## config.mk

```make
export PLATFORM = sky130hd
export DESIGN_NAME = tdcq_top
export DESIGN_NICKNAME = d
export VERILOG_FILES = /design/src/design/tdcq_pkg.sv /design/src/design/tdcq_evt_if.sv /design/src/design/tdcq_match.sv /design/src/design/tdcq_top.sv
export SDC_FILE = /design/constraint.sdc
export NUM_CORES = 1
export LEC_CHECK = 0
export BUFFER_PORTS_ARGS = -buffer_cell sky130_fd_sc_hd__buf_2
export CAP_MARGIN = 15
export CORE_MARGIN = 10
export CORE_UTILIZATION = 49
export DETAILED_ROUTE_END_ITERATION = 12
export GPL_ROUTABILITY_DRIVEN = 0
export PLACE_DENSITY = 0.75
export SLEW_MARGIN = 0
export SYNTH_ARGS = -nofsm -noshare
export SYNTH_HDL_FRONTEND = slang
export SYNTH_HIERARCHICAL = 1
export SYNTH_SLANG_ARGS = --single-unit
```

## constraint.sdc

```tcl
create_clock -name clk -period 3.79 [get_ports clk]
set_input_delay 0.1895 -clock clk [delete_from_list [all_inputs] [get_ports clk]]
set_output_delay 0.1895 -clock clk [all_outputs]
set_load 0.1 [all_outputs]
```

## src/design/tdcq_pkg.sv

```systemverilog
// Constants for the threshold discard count qualifier block
//
// Notes on behaviour
// - A set cause select bit makes discards for that threshold cause count; a clear bit excludes it unless its limit_pick_2/limit_pick_6 partner is set.
// - The limit_pick_2 and limit_pick_6 selects act together; either one enables both causes.
// - A set class select bit makes discards of that traffic class count; a clear bit excludes it.
// - With the enable bit at 0 nothing is counted, whatever the wipe bit holds.
// - Enable 1 with wipe 0 counts qualifying discards and leaves the tally alone.
// - Enable 1 with wipe 1 counts qualifying discards.
// - Port filter 00h to 1Dh limits counting to output port 0 to 29; 1Eh must not be programmed.
// - Port filter 1Fh counts qualifying discards on every output port.
// - The four global causes limit_pick_8 to limit_pick_11 count only while the filter is 1Fh.
// - A discard counts only when cause, class and port all match and counting is enabled.
// - The running count sits in a separate read-only tally register, not in the qualifier.
`default_nettype none
package tdcq_pkg;

   // ****************************************
   // Register map
   // ****************************************
   localparam logic [7:0]  TDCQ_QUAL_OFFS  = 8'h20;
   localparam logic [7:0]  TDCQ_TALLY_OFFS = 8'h40;
   localparam logic [31:0] TDCQ_QUAL_RST   = 32'h0000_0000;
   localparam logic [31:0] TDCQ_QUAL_MASK  = 32'hfe8b_5fdf;
   localparam logic [31:0] TDCQ_TALLY_RST  = 32'h0000_0000;

   // ****************************************
   // Qualifier field layout
   // ****************************************
   localparam int TDCQ_NCAUSE = 11;
   localparam int TDCQ_NCLASS = 6;
   localparam int TDCQ_NGLOB  = 4;
   // limit_pick_1 .. limit_pick_11
   localparam int TDCQ_CAUSE_POS [TDCQ_NCAUSE] = '{31, 30, 29, 28, 27, 26, 25, 23, 19, 17, 16};
   // grade_pick_1 .. grade_pick_6
   localparam int TDCQ_CLASS_POS [TDCQ_NCLASS] = '{14, 12, 11, 10, 9, 8};
   localparam int TDCQ_PICK2_IDX = 1;
   localparam int TDCQ_PICK6_IDX = 5;
   localparam int TDCQ_ENABLE_POS = 7;
   localparam int TDCQ_WIPE_POS   = 6;
   localparam int TDCQ_PORT_LSB   = 0;
   localparam int TDCQ_PORT_W     = 5;
   localparam logic [4:0] TDCQ_PORT_ALL = 5'h1f;

   // ****************************************
   // AXI responses
   // ****************************************
   localparam logic [1:0] TDCQ_RESP_OKAY   = 2'h0;
   localparam logic [1:0] TDCQ_RESP_SLVERR = 2'h2;

endpackage : tdcq_pkg
`default_nettype wire

```

## src/design/tdcq_evt_if.sv

```systemverilog
// Carrier between the qualifier register bank and its match logic
`timescale 1ns/1ps
`default_nettype none
interface tdcq_evt_if;
   import tdcq_pkg::*;
   logic [31:0]             qual;
   logic                    evt_valid;
   logic [TDCQ_NCAUSE-1:0]  evt_cause;
   logic [TDCQ_NCLASS-1:0]  evt_class;
   logic [TDCQ_PORT_W-1:0]  evt_port;
   logic                    count_inc;

   modport ctl (output qual, output evt_valid, output evt_cause, output evt_class,
                output evt_port, input count_inc);
   modport mat (input qual, input evt_valid, input evt_cause, input evt_class,
                input evt_port, output count_inc);
endinterface : tdcq_evt_if
`default_nettype wire

```

## src/design/tdcq_match.sv

```systemverilog
// Match logic deciding whether one discarded cell is counted
`timescale 1ns/1ps
`default_nettype none
module tdcq_match
   import tdcq_pkg::*;
(
   // Clock and reset
   input  wire logic clk,
   input  wire logic sys_rst,
   // Qualifier and discard event
   tdcq_evt_if.mat   evt
);

   logic [TDCQ_NCAUSE-1:0] cause_sel;
   logic [TDCQ_NCAUSE-1:0] cause_ok;
   logic [TDCQ_NCLASS-1:0] class_sel;
   logic                   pair_sel;
   logic                   port_all;
   logic                   port_hit;
   logic                   cause_hit;
   logic                   class_hit;
   logic                   enabled;
   logic                   nxt_inc;
   logic                   inc_ff;

   assign pair_sel = evt.qual[TDCQ_CAUSE_POS[TDCQ_PICK2_IDX]]
                   | evt.qual[TDCQ_CAUSE_POS[TDCQ_PICK6_IDX]];
   assign port_all = (evt.qual[TDCQ_PORT_LSB +: TDCQ_PORT_W] == TDCQ_PORT_ALL);
   assign port_hit = port_all | (evt.qual[TDCQ_PORT_LSB +: TDCQ_PORT_W] == evt.evt_port);

   genvar i;
   generate
      for (i = 0; i < TDCQ_NCAUSE; i++) begin : g_cause
         if (i == TDCQ_PICK2_IDX || i == TDCQ_PICK6_IDX) begin : g_pair
            assign cause_sel[i] = pair_sel;
         end else begin : g_single
            assign cause_sel[i] = evt.qual[TDCQ_CAUSE_POS[i]];
         end
         if (i >= TDCQ_NCAUSE - TDCQ_NGLOB) begin : g_glob
            assign cause_ok[i] = cause_sel[i] & port_all;
         end else begin : g_local
            assign cause_ok[i] = cause_sel[i];
         end
      end
      for (i = 0; i < TDCQ_NCLASS; i++) begin : g_class
         assign class_sel[i] = evt.qual[TDCQ_CLASS_POS[i]];
      end
   endgenerate

   assign cause_hit = |(evt.evt_cause & cause_ok);
   assign class_hit = |(evt.evt_class & class_sel);
   // enable bit gates, wipe bit ignored
   assign enabled   = evt.qual[TDCQ_ENABLE_POS];
   assign nxt_inc   = evt.evt_valid & enabled & cause_hit & class_hit & port_hit;

   always_ff @(posedge clk or posedge sys_rst) begin
      if (sys_rst) begin
         inc_ff <= 1'b0;
      end else begin
         inc_ff <= nxt_inc;
      end
   end

   assign evt.count_inc = inc_ff;

endmodule : tdcq_match
`default_nettype wire

```

## src/design/tdcq_top.sv

```systemverilog
// Qualifier register bank with AXI4-Lite slave and discard tally
//
// Chosen here: register access over AXI4-Lite.
`timescale 1ns/1ps
`default_nettype none
module tdcq_top
   import tdcq_pkg::*;
#(
   parameter int TALLY_W = 32
) (
   // Clock and reset
   input  wire logic                   clk,
   input  wire logic                   sys_rst,
   // AXI4-Lite write address
   input  wire logic [7:0]             s_axi_awaddr,
   input  wire logic                   s_axi_awvalid,
   output logic                        s_axi_awready,
   // AXI4-Lite write data
   input  wire logic [31:0]            s_axi_wdata,
   input  wire logic [3:0]             s_axi_wstrb,
   input  wire logic                   s_axi_wvalid,
   output logic                        s_axi_wready,
   // AXI4-Lite write response
   output logic [1:0]                  s_axi_bresp,
   output logic                        s_axi_bvalid,
   input  wire logic                   s_axi_bready,
   // AXI4-Lite read address
   input  wire logic [7:0]             s_axi_araddr,
   input  wire logic                   s_axi_arvalid,
   output logic                        s_axi_arready,
   // AXI4-Lite read data
   output logic [31:0]                 s_axi_rdata,
   output logic [1:0]                  s_axi_rresp,
   output logic                        s_axi_rvalid,
   input  wire logic                   s_axi_rready,
   // Threshold discard event, same clock
   input  wire logic                   disc_valid,
   input  wire logic [TDCQ_NCAUSE-1:0] disc_cause,
   input  wire logic [TDCQ_NCLASS-1:0] disc_class,
   input  wire logic [TDCQ_PORT_W-1:0] disc_port
);

   // ****************************************
   // State
   // ****************************************
   logic [31:0]        qual_ff;
   logic [TALLY_W-1:0] tally_ff;
   logic               aw_held_ff;
   logic               w_held_ff;
   logic [7:0]         awaddr_ff;
   logic [31:0]        wdata_ff;
   logic [3:0]         wstrb_ff;
   logic               awready_ff;
   logic               wready_ff;
   logic               bvalid_ff;
   logic [1:0]         bresp_ff;
   logic               arready_ff;
   logic               rvalid_ff;
   logic [31:0]        rdata_ff;
   logic [1:0]         rresp_ff;

   tdcq_evt_if evt ();

   assign evt.qual      = qual_ff;
   assign evt.evt_valid = disc_valid;
   assign evt.evt_cause = disc_cause;
   assign evt.evt_class = disc_class;
   assign evt.evt_port  = disc_port;

   tdcq_match u_match (
      .clk     (clk),
      .sys_rst (sys_rst),
      .evt     (evt)
   );

   // ****************************************
   // Write path
   // ****************************************
   logic        aw_take;
   logic        w_take;
   logic        do_write;
   logic        wr_qual;
   logic        wr_hit;
   logic [31:0] strb_mask;
   logic [31:0] nxt_qual;
   logic        nxt_aw_held;
   logic        nxt_w_held;
   logic        nxt_bvalid;
   logic        wipe_req;

   assign aw_take     = s_axi_awvalid & awready_ff;
   assign w_take      = s_axi_wvalid & wready_ff;
   assign do_write    = aw_held_ff & w_held_ff & ~bvalid_ff;
   assign wr_qual     = do_write & (awaddr_ff[7:2] == TDCQ_QUAL_OFFS[7:2]);
   // Tally is read-only, so a write to it is refused
   assign wr_hit      = wr_qual;
   assign strb_mask   = {{8{wstrb_ff[3]}}, {8{wstrb_ff[2]}}, {8{wstrb_ff[1]}}, {8{wstrb_ff[0]}}};
   assign nxt_qual    = wr_qual
                      ? (((qual_ff & ~strb_mask) | (wdata_ff & strb_mask)) & TDCQ_QUAL_MASK)
                      : qual_ff;
   assign nxt_aw_held = (aw_held_ff | aw_take) & ~do_write;
   assign nxt_w_held  = (w_held_ff | w_take) & ~do_write;
   assign nxt_bvalid  = do_write | (bvalid_ff & ~s_axi_bready);
   // wipe only on a 0 to 11 transition of enable/wipe
   assign wipe_req    = wr_qual & ~qual_ff[TDCQ_ENABLE_POS]
                      & nxt_qual[TDCQ_ENABLE_POS] & nxt_qual[TDCQ_WIPE_POS];

   always_ff @(posedge clk or posedge sys_rst) begin
      if (sys_rst) begin
         aw_held_ff <= 1'b0;
         w_held_ff  <= 1'b0;
         awaddr_ff  <= 8'h00;
         wdata_ff   <= 32'h0000_0000;
         wstrb_ff   <= 4'h0;
         awready_ff <= 1'b0;
         wready_ff  <= 1'b0;
         bvalid_ff  <= 1'b0;
         bresp_ff   <= TDCQ_RESP_OKAY;
         qual_ff    <= TDCQ_QUAL_RST;
      end else begin
         aw_held_ff <= nxt_aw_held;
         w_held_ff  <= nxt_w_held;
         awaddr_ff  <= aw_take ? s_axi_awaddr : awaddr_ff;
         wdata_ff   <= w_take ? s_axi_wdata : wdata_ff;
         wstrb_ff   <= w_take ? s_axi_wstrb : wstrb_ff;
         awready_ff <= ~nxt_aw_held & ~nxt_bvalid;
         wready_ff  <= ~nxt_w_held & ~nxt_bvalid;
         bvalid_ff  <= nxt_bvalid;
         bresp_ff   <= do_write ? (wr_hit ? TDCQ_RESP_OKAY : TDCQ_RESP_SLVERR) : bresp_ff;
         qual_ff    <= nxt_qual;
      end
   end

   // ****************************************
   // Discard tally
   // ****************************************
   logic [TALLY_W-1:0] nxt_tally;

   // separate tally, wipe takes priority over a same-cycle count
   assign nxt_tally = wipe_req ? TDCQ_TALLY_RST[TALLY_W-1:0]
                    : (evt.count_inc ? tally_ff + TALLY_W'(1) : tally_ff);

   always_ff @(posedge clk or posedge sys_rst) begin
      if (sys_rst) begin
         tally_ff <= TDCQ_TALLY_RST[TALLY_W-1:0];
      end else begin
         tally_ff <= nxt_tally;
      end
   end

   // ****************************************
   // Read path
   // ****************************************
   logic        ar_take;
   logic        rd_qual;
   logic        rd_tally;
   logic [31:0] rd_word;
   logic        nxt_rvalid;

   assign ar_take    = s_axi_arvalid & arready_ff;
   assign rd_qual    = (s_axi_araddr[7:2] == TDCQ_QUAL_OFFS[7:2]);
   assign rd_tally   = (s_axi_araddr[7:2] == TDCQ_TALLY_OFFS[7:2]);
   assign rd_word    = rd_qual ? qual_ff
                     : (rd_tally ? 32'(tally_ff) : 32'h0000_0000);
   assign nxt_rvalid = ar_take | (rvalid_ff & ~s_axi_rready);

   always_ff @(posedge clk or posedge sys_rst) begin
      if (sys_rst) begin
         arready_ff <= 1'b0;
         rvalid_ff  <= 1'b0;
         rdata_ff   <= 32'h0000_0000;
         rresp_ff   <= TDCQ_RESP_OKAY;
      end else begin
         arready_ff <= ~nxt_rvalid;
         rvalid_ff  <= nxt_rvalid;
         rdata_ff   <= ar_take ? rd_word : rdata_ff;
         rresp_ff   <= ar_take ? ((rd_qual | rd_tally) ? TDCQ_RESP_OKAY : TDCQ_RESP_SLVERR)
                               : rresp_ff;
      end
   end

   assign s_axi_awready = awready_ff;
   assign s_axi_wready  = wready_ff;
   assign s_axi_bvalid  = bvalid_ff;
   assign s_axi_bresp   = bresp_ff;
   assign s_axi_arready = arready_ff;
   assign s_axi_rvalid  = rvalid_ff;
   assign s_axi_rdata   = rdata_ff;
   assign s_axi_rresp   = rresp_ff;

endmodule : tdcq_top
`default_nettype wire

```

==> flow_summary.json, run 1 <==
{
  "status": "complete, no violations",
  "track_usage_pct": 17.0,
  "core_sq_um": 11500,
  "cp_data_arrival_time_ps": 2760,
  "yosys-top-cells-area": "dfrtp_1 (58%), mux2_2 (11%), nand2_1 (4.1%)",
  "cts_setup_buffers": 0,
  "cts_root_buf": "clkbuf_16",
  "wire_per_inst_microns": 17.8,
  "num_vias": 4314,
  "setup.worst_path.start_class": "flop",
  "clk_pin_slew_ps": 60,
  "slew_headroom_pct": 29.5,
  "place_ws_ps": 1380,
  "initial_utilization_pct": 50.1,
  "leakage_nw": 3.35,
  "synth-seq-area-share_pct": 57.5,
  "ctsLongestPathBuffers": 2,
  "peakVddDrop_mv": 0.508,
  "rsz0062_at_grt": "false",
  "grt_pass1_vias": 4599,
  "drtPass1Iterations": 5,
  "min-delay-path-class": "input pin to flop",
  "switching_share_pct": 27.3,
  "grt_pass1_wl_microns": 22700,
  "drt_iter0_drc": 308,
  "grt_start_max_net_pins": 83,
  "seqPwrFrac_pct": 42.5,
  "powerDensity_nw_per_um2": 627,
  "cp_max_fo": 19,
  "worstMarginPinSlew_ps": 1050,
  "hold_viol": 0,
  "fin_crit_sh_pct": 64.1,
  "grt_antenna_before_repair": 0,
  "nets": 709,
  "ys_types": 44,
  "power_frac_clock_pct": 39.7,
  "reg2reg_depth": 5,
  "syn_avg_cell_area_sq_um": 11.4,
  "max_freq_mhz": 412,
  "critical_path_class": "flop to flop",
  "cp-startpoint": "tally_ff[0]",
  "cap_violations": 0,
  "rr_endpoint": "tally_ff[26]",
  "rr_startpoint": "tally_ff[0]",
  "yosys_warnings": 6,
  "async_reset_ff_share_pct": 100,
  "die_w_microns": 128,
  "syn-instance-count": 505,
  "h-tree-depth": 4,
  "final_cell_mix": "dfrtp_1 (132), buf_2 (108), nand2_1 (62), mux2_2 (58), o21ai_0 (34)",
  "cts_resized": 0,
  "dieArea_sq_um": 16500,
  "crit_end": "tally_ff[26]",
  "synth_top_cell_area_share_pct": 57.5,
  "via_per_inst": 5.52,
  "combPwrFrac_pct": 17.7,
  "netSwitchingPower_mw": 1.24,
  "portBuffers": 108,
  "drc": 0,
  "yosysTopAreaCell": "dfrtp_1",
  "setup_slack_ps": 1360,
  "cts_made_buffers": 17,
  "synth_edf_count": 0,
  "wirelength_microns": 13900,
  "pin_count": 123,
  "finalCriticalPeriod_ps": 2430,
  "clk_latency_ps": 420,
  "synth-seq-cells": 132,
  "cts_tree": "done",
  "cp.required_ps": 4120,
  "final_util_pct": 63.1,
  "setup_viol": 0,
  "ys.flop_type": "dfrtp_1",
  "cts.sinks": 132,
  "dpl.hpwl_microns": 9700,
  "final-max-slew-violation-count": 0,
  "fp-row-count": 39,
  "layout_commonest_cell": "dfrtp_1",
  "finalSetupTns_ps": 0,
  "intPower_mw": 3.29,
  "r2r_slack_ps": 1360,
  "postRouteAntennaNets": 0,
  "area_delta_synth_final_pct": 25.9,
  "drive_gt1_share_pct": 33.3,
  "clock_skew_ps": 8.53,
  "grt_overflow_total": 0,
  "die_h_microns": 128,
  "antenna_cells": 0,
  "hold_buffers": 15,
  "synth.cell_area_sq_um": 5740,
  "cp-end-kind": "flop"
}
==> per-stage QoR <==
step	hold WS [ps]	instance area (sq um)	std cells	power, mW
final	9.23	7230	782	4.53
after global routing	0.421	7230	782	4.72
after CTS	2.27	7200	780	4.54
after detailed placement	71.4	6390	733	2.73
after global placement	71.2	6390	733	2.67
after floorplan	-81.8	5750	506	2.50
==> logic make-up after synthesis <==
logic type / after synthesis / share of synthesized area, %
and+or+nand+nor: 148 / 13.7
xor gates and xnor gates: 17 / 2.59
buffers and inverters: 39 / 2.77
adders and majority gates: 1 / 0.218
muxes: 59 / 11.5
AOI/OAI and AO/OA: 108 / 11.6
other: 1 / 0.0653
DFF: 132 / 57.5
==> critical path, cell delays in order (launching register included) <==
cell and delay (ps):
dfrtp_1 440, ha_1 200, and3_4 210, or4b_1 740, or4_1 570, a21oi_1 180
==> layout make-up <==
type / count / area, sq um
repair buffers: 130 / 766
multi-input cells: 335 / 2290
clock inverters: 9 / 174
fillers: 919 / 4230
clock buffers: 23 / 478
inverters: 10 / 40.0
flip-flops and latches: 132 / 3300
well taps: 143 / 179
==> cells in the mapped netlist, types with 2 or more instances <==
library cell  instances
a21oi_1              21
a22oi_1              30
and2_1                2
and4_1                2
buf_1                 3
buf_2                 4
buf_4                 2
clkbuf_1             20
dfrtp_1             132
inv_1                10
mux2_2               58
nand2_1              63
nand3_1              10
nand4_1               4
nor2_1               21
nor2b_1               3
nor3_1                2
nor3_2                2
nor3b_1               3
nor3b_2               2
nor4_1                2
o21ai_0              34
o21ai_1               4
o31ai_1              14
or2_2                 2
or3_1                 5
or4_1                18
xnor2_1              10
xor2_1                7
==> worst min path at each step <==
stage	to	startpoint	cells past startpoint
floorplan	u_match/evt.count_inc	sys_rst	1
global placement	u_match/evt.count_inc	sys_rst	2
detailed placement	u_match/evt.count_inc	sys_rst	2
CTS	wdata_ff[6]	s_axi_wdata[6]	2
global route	wdata_ff[1]	s_axi_wdata[1]	2
finish	wdata_ff[6]	s_axi_wdata[6]	2
==> power by group through the flow <==
stage          registers (mW)  clock network (mW)  logic, mW
3_3_place_gp             1.92                   0      0.751
3_5_place_dp             1.95                   0      0.780
6_report                 1.93                1.80      0.804
5_1_grt                  1.97                1.89      0.865
2_1_floorplan            2.03                   0      0.465
4_1_cts                  1.93                1.82      0.797
==> metal layers <==
metal	share of wire [%]	wire length (microns)	track usage, %	vias up
met5	0	0	0	-
met4	1.5	207	5.83	0
met3	6.7	932	6.41	20
met2	47	6590	26.7	128
met1	44	6160	21.0	2104
li1	-	-	-	2062
(Power assumes the default switching activity.)
==> inputs of run 2 (changes only) <==
--- a/config.mk
+++ b/config.mk
@@ -5,13 +5,14 @@
 export SDC_FILE = /design/constraint.sdc
 export NUM_CORES = 1
 export LEC_CHECK = 0
+export ABC_AREA = 1
 export BUFFER_PORTS_ARGS = -buffer_cell sky130_fd_sc_hd__buf_2
 export CAP_MARGIN = 15
 export CORE_MARGIN = 10
-export CORE_UTILIZATION = 49
+export CORE_UTILIZATION = 55
 export DETAILED_ROUTE_END_ITERATION = 12
 export GPL_ROUTABILITY_DRIVEN = 0
-export PLACE_DENSITY = 0.75
+export PLACE_DENSITY = 0.78
 export SLEW_MARGIN = 0
 export SYNTH_ARGS = -nofsm -noshare
 export SYNTH_HDL_FRONTEND = slang
==> constraint.sdc (replaced) <==
create_clock -name clk -period 2.5 [get_ports clk]
set_input_delay 0.125 -clock clk [delete_from_list [all_inputs] [get_ports clk]]
set_output_delay 0.125 -clock clk [all_outputs]
set_load 0.1 [all_outputs]
==> run 2 against run 1 <==
Flip-flop and latch count unchanged. Non-clock buffer count is 23 higher. Final cell count is 44% higher. Critical path depth grew 3. Register-to-register slack lost 610 ps. Total power grew 50%. Hold slack better by 61 ps. Global-route usage up 3.6 points. Wire length increased by 17%. Clock skew down 0.78 ps. Critical path type unchanged.
==> flow_summary.json, run 2 <==
{
  "die_w_microns": 127,
  "final-max-slew-violation-count": 0,
  "cp_data_arrival_time_ps": 2040,
  "synth_edf_count": 0,
  "grt_start_max_net_pins": 107,
  "dpl.hpwl_microns": 10700,
  "seqPwrFrac_pct": 42.0,
  "yosysMostFrequentCell": "nand2_1",
  "die_h_microns": 127,
  "hold_viol": 0,
  "clk_pin_slew_ps": 50,
  "grt_overflow_total": 0,
  "cts_made_buffers": 17,
  "filler_cell_count": 880,
  "use_met1_pct": 25.0,
  "cts_setup_buffers": 0,
  "cts_tree": "done",
  "antenna_cells": 0,
  "r2r_slack_ps": 750,
  "portBuffers": 108,
  "status": "complete, no violations",
  "final_cell_mix": "nand2_1 (291), dfrtp_1 (132), inv_1 (108), buf_2 (108), nor2_1 (80)",
  "setup_viol": 0,
  "final_util_pct": 70.3,
  "ys.flop_type": "dfrtp_1",
  "drtPass1Iterations": 5,
  "yosys_warnings": 6,
  "syn_avg_cell_area_sq_um": 7.73,
  "ys_types": 32,
  "nets": 1053,
  "critPathMaxStageDelay_ps": 400,
  "min-delay-path-class": "input pin to flop",
  "dp_cells": 1057,
  "cp-end-kind": "flop",
  "setup_slack_ps": 753,
  "drt_iter0_drc": 337,
  "h-tree-depth": 4,
  "power_frac_clock_pct": 36.7,
  "track_usage_pct": 20.6,
  "clock_skew_ps": 7.75,
  "postRouteAntennaNets": 0,
  "synth-seq-cells": 132,
  "core_sq_um": 11400,
  "setup.worst_path.start_class": "flop",
  "area_delta_synth_final_pct": 25.9,
  "final_cells": 1126,
  "yosys-top-cells-area": "dfrtp_1 (52%), nand2_1 (17%), inv_1 (6.4%)",
  "place_ws_ps": 820,
  "fin_crit_sh_pct": 69.9,
  "netSwitchingPower_mw": 2.18,
  "cp.required_ps": 2790,
  "register_area_sq_um": 3300,
  "ctsLongestPathBuffers": 2,
  "dieArea_sq_um": 16200,
  "syn-instance-count": 821,
  "synth.cell_area_sq_um": 6350,
  "multi_input_area_sq_um": 2490,
  "wire_per_inst_microns": 14.4,
  "max_freq_mhz": 573,
  "switching_share_pct": 32.2,
  "grt.met3_usage_pct": 6.70,
  "layout_commonest_cell": "nand2_1",
  "combPwrFrac_pct": 21.3,
  "async_reset_ff_share_pct": 100,
  "cap_violations": 0,
  "cts.sinks": 132,
  "fp-row-count": 39,
  "worstMarginPinSlew_ps": 801,
  "cp_max_fo": 23,
  "critical_path_class": "flop to flop",
  "cts_root_buf": "clkbuf_16",
  "grt_pass1_vias": 5869,
  "synth-seq-area-share_pct": 52.0,
  "rsz0062_at_grt": "false",
  "via_per_inst": 5.06,
  "yosysTopAreaCell": "dfrtp_1",
  "initial_utilization_pct": 55.8,
  "powerDensity_nw_per_um2": 849,
  "drc": 0,
  "synth_common_cells": "nand2_1 (291), dfrtp_1 (132), inv_1 (109)",
  "hold_buffers": 37,
  "cts_resized": 0,
  "leakage_nw": 4.07,
  "pin_count": 123,
  "synth_top_cell_area_share_pct": 52.0,
  "finalCriticalPeriod_ps": 1750,
  "drive_gt1_share_pct": 18.9,
  "busiest_layer": "met2",
  "slowest_stage": "dfrtp_1",
  "peakVddDrop_mv": 0.863,
  "finalSetupTns_ps": 0,
  "num_vias": 5703,
  "grt_use_met2_pct": 33.9,
  "intPower_mw": 4.60,
  "slew_headroom_pct": 46.3,
  "wirelength_microns": 16300,
  "clk_latency_ps": 420,
  "crit_chain": "inv_2 > nand3_2 > inv_2 > nand4_1 > nor2_1 > nand2_4 > inv_4 > nor2_1",
  "grt_antenna_before_repair": 0,
  "grt_pass1_wl_microns": 27500
}
-- run 2: changes by cell type in the layout (fill, tap and decap cells not counted), moves of 9 or more --
cell	previous run	this run
dlygate4sd3_1	16	37
inv_1	9	108
or4_1	18	0
nand2_1	62	291
nor2_1	21	80
nand3_1	10	27
o22ai_1	1	24
a22oi_1	30	0
nor2_2	0	16
mux2_2	58	0
nor3_1	2	11
-- run 2: cell families after synthesis --
logic type                 count (synthesis)  synth area share (%)
buffers and inverters                    140                  8.79
AOI/OAI and AO/OA                         85                  7.55
DFF                                      132                  52.0
and+or+nand+nor                          452                  30.0
other                                      1                0.0591
adders and majority gates                  1                 0.197
xor gates and xnor gates                  10                  1.38
-- run 2: worst max-delay path, delay by kind of cell, from the launching register on --
family,cells,cell delay (ps)
AND/OR/NAND/NOR,5,750
flip-flops,1,400
buffers and inverters,3,470
-- run 2: layout make-up --
cell class,count,area share (%)
sequential,132,41.3
multi-input combinational,550,31.2
inverter,116,5.53
tap,143,2.24
timing repair buffer,153,12.3
clock inverter,11,1.66
clock buffer,21,5.76
-- run 2: power by group through the flow --
| stage | Combinational, mW | Sequential, mW | Clock [mW] |
|---|---|---|---|
| final | 1.45 | 2.85 | 2.49 |
| after global routing | 1.63 | 2.90 | 2.61 |
| after CTS | 1.42 | 2.84 | 2.52 |
| after detailed placement | 1.36 | 2.87 | 0 |
| after global placement | 1.33 | 2.85 | 0 |
| after floorplan | 0.763 | 3.09 | 0 |
-- run 2: per-layer routing --
metal	wire (microns)	share of wire [%]
met4	278	1.7
met3	1070	6.6
met5	0	0
met1	6950	43
met2	7960	49
-- run 2: per-stage QoR --
stage,power (mW),cell area (sq um),hold WS [ps]
6_report,6.79,7990,70.3
5_1_grt,7.14,7990,102
4_1_cts,6.78,7990,22.2
3_5_place_dp,4.23,7030,6.52
3_3_place_gp,4.18,7030,7.39
2_1_floorplan,3.85,6360,-146
-- run 2: path summary, 6_finish.rpt --
kind / from / end / cells past startpoint
min in group asynchronous: sys_rst / u_match/evt.count_inc / 3
worst max-delay path: s_axi_bvalid / tally_ff[18] / 8
max in group asynchronous: sys_rst / tally_ff[5] / 4
worst max register to register: s_axi_bvalid / tally_ff[18] / 8
worst min register to register: s_axi_rvalid / s_axi_arready / 1
worst min-delay path: disc_valid / u_match/evt.count_inc / 5
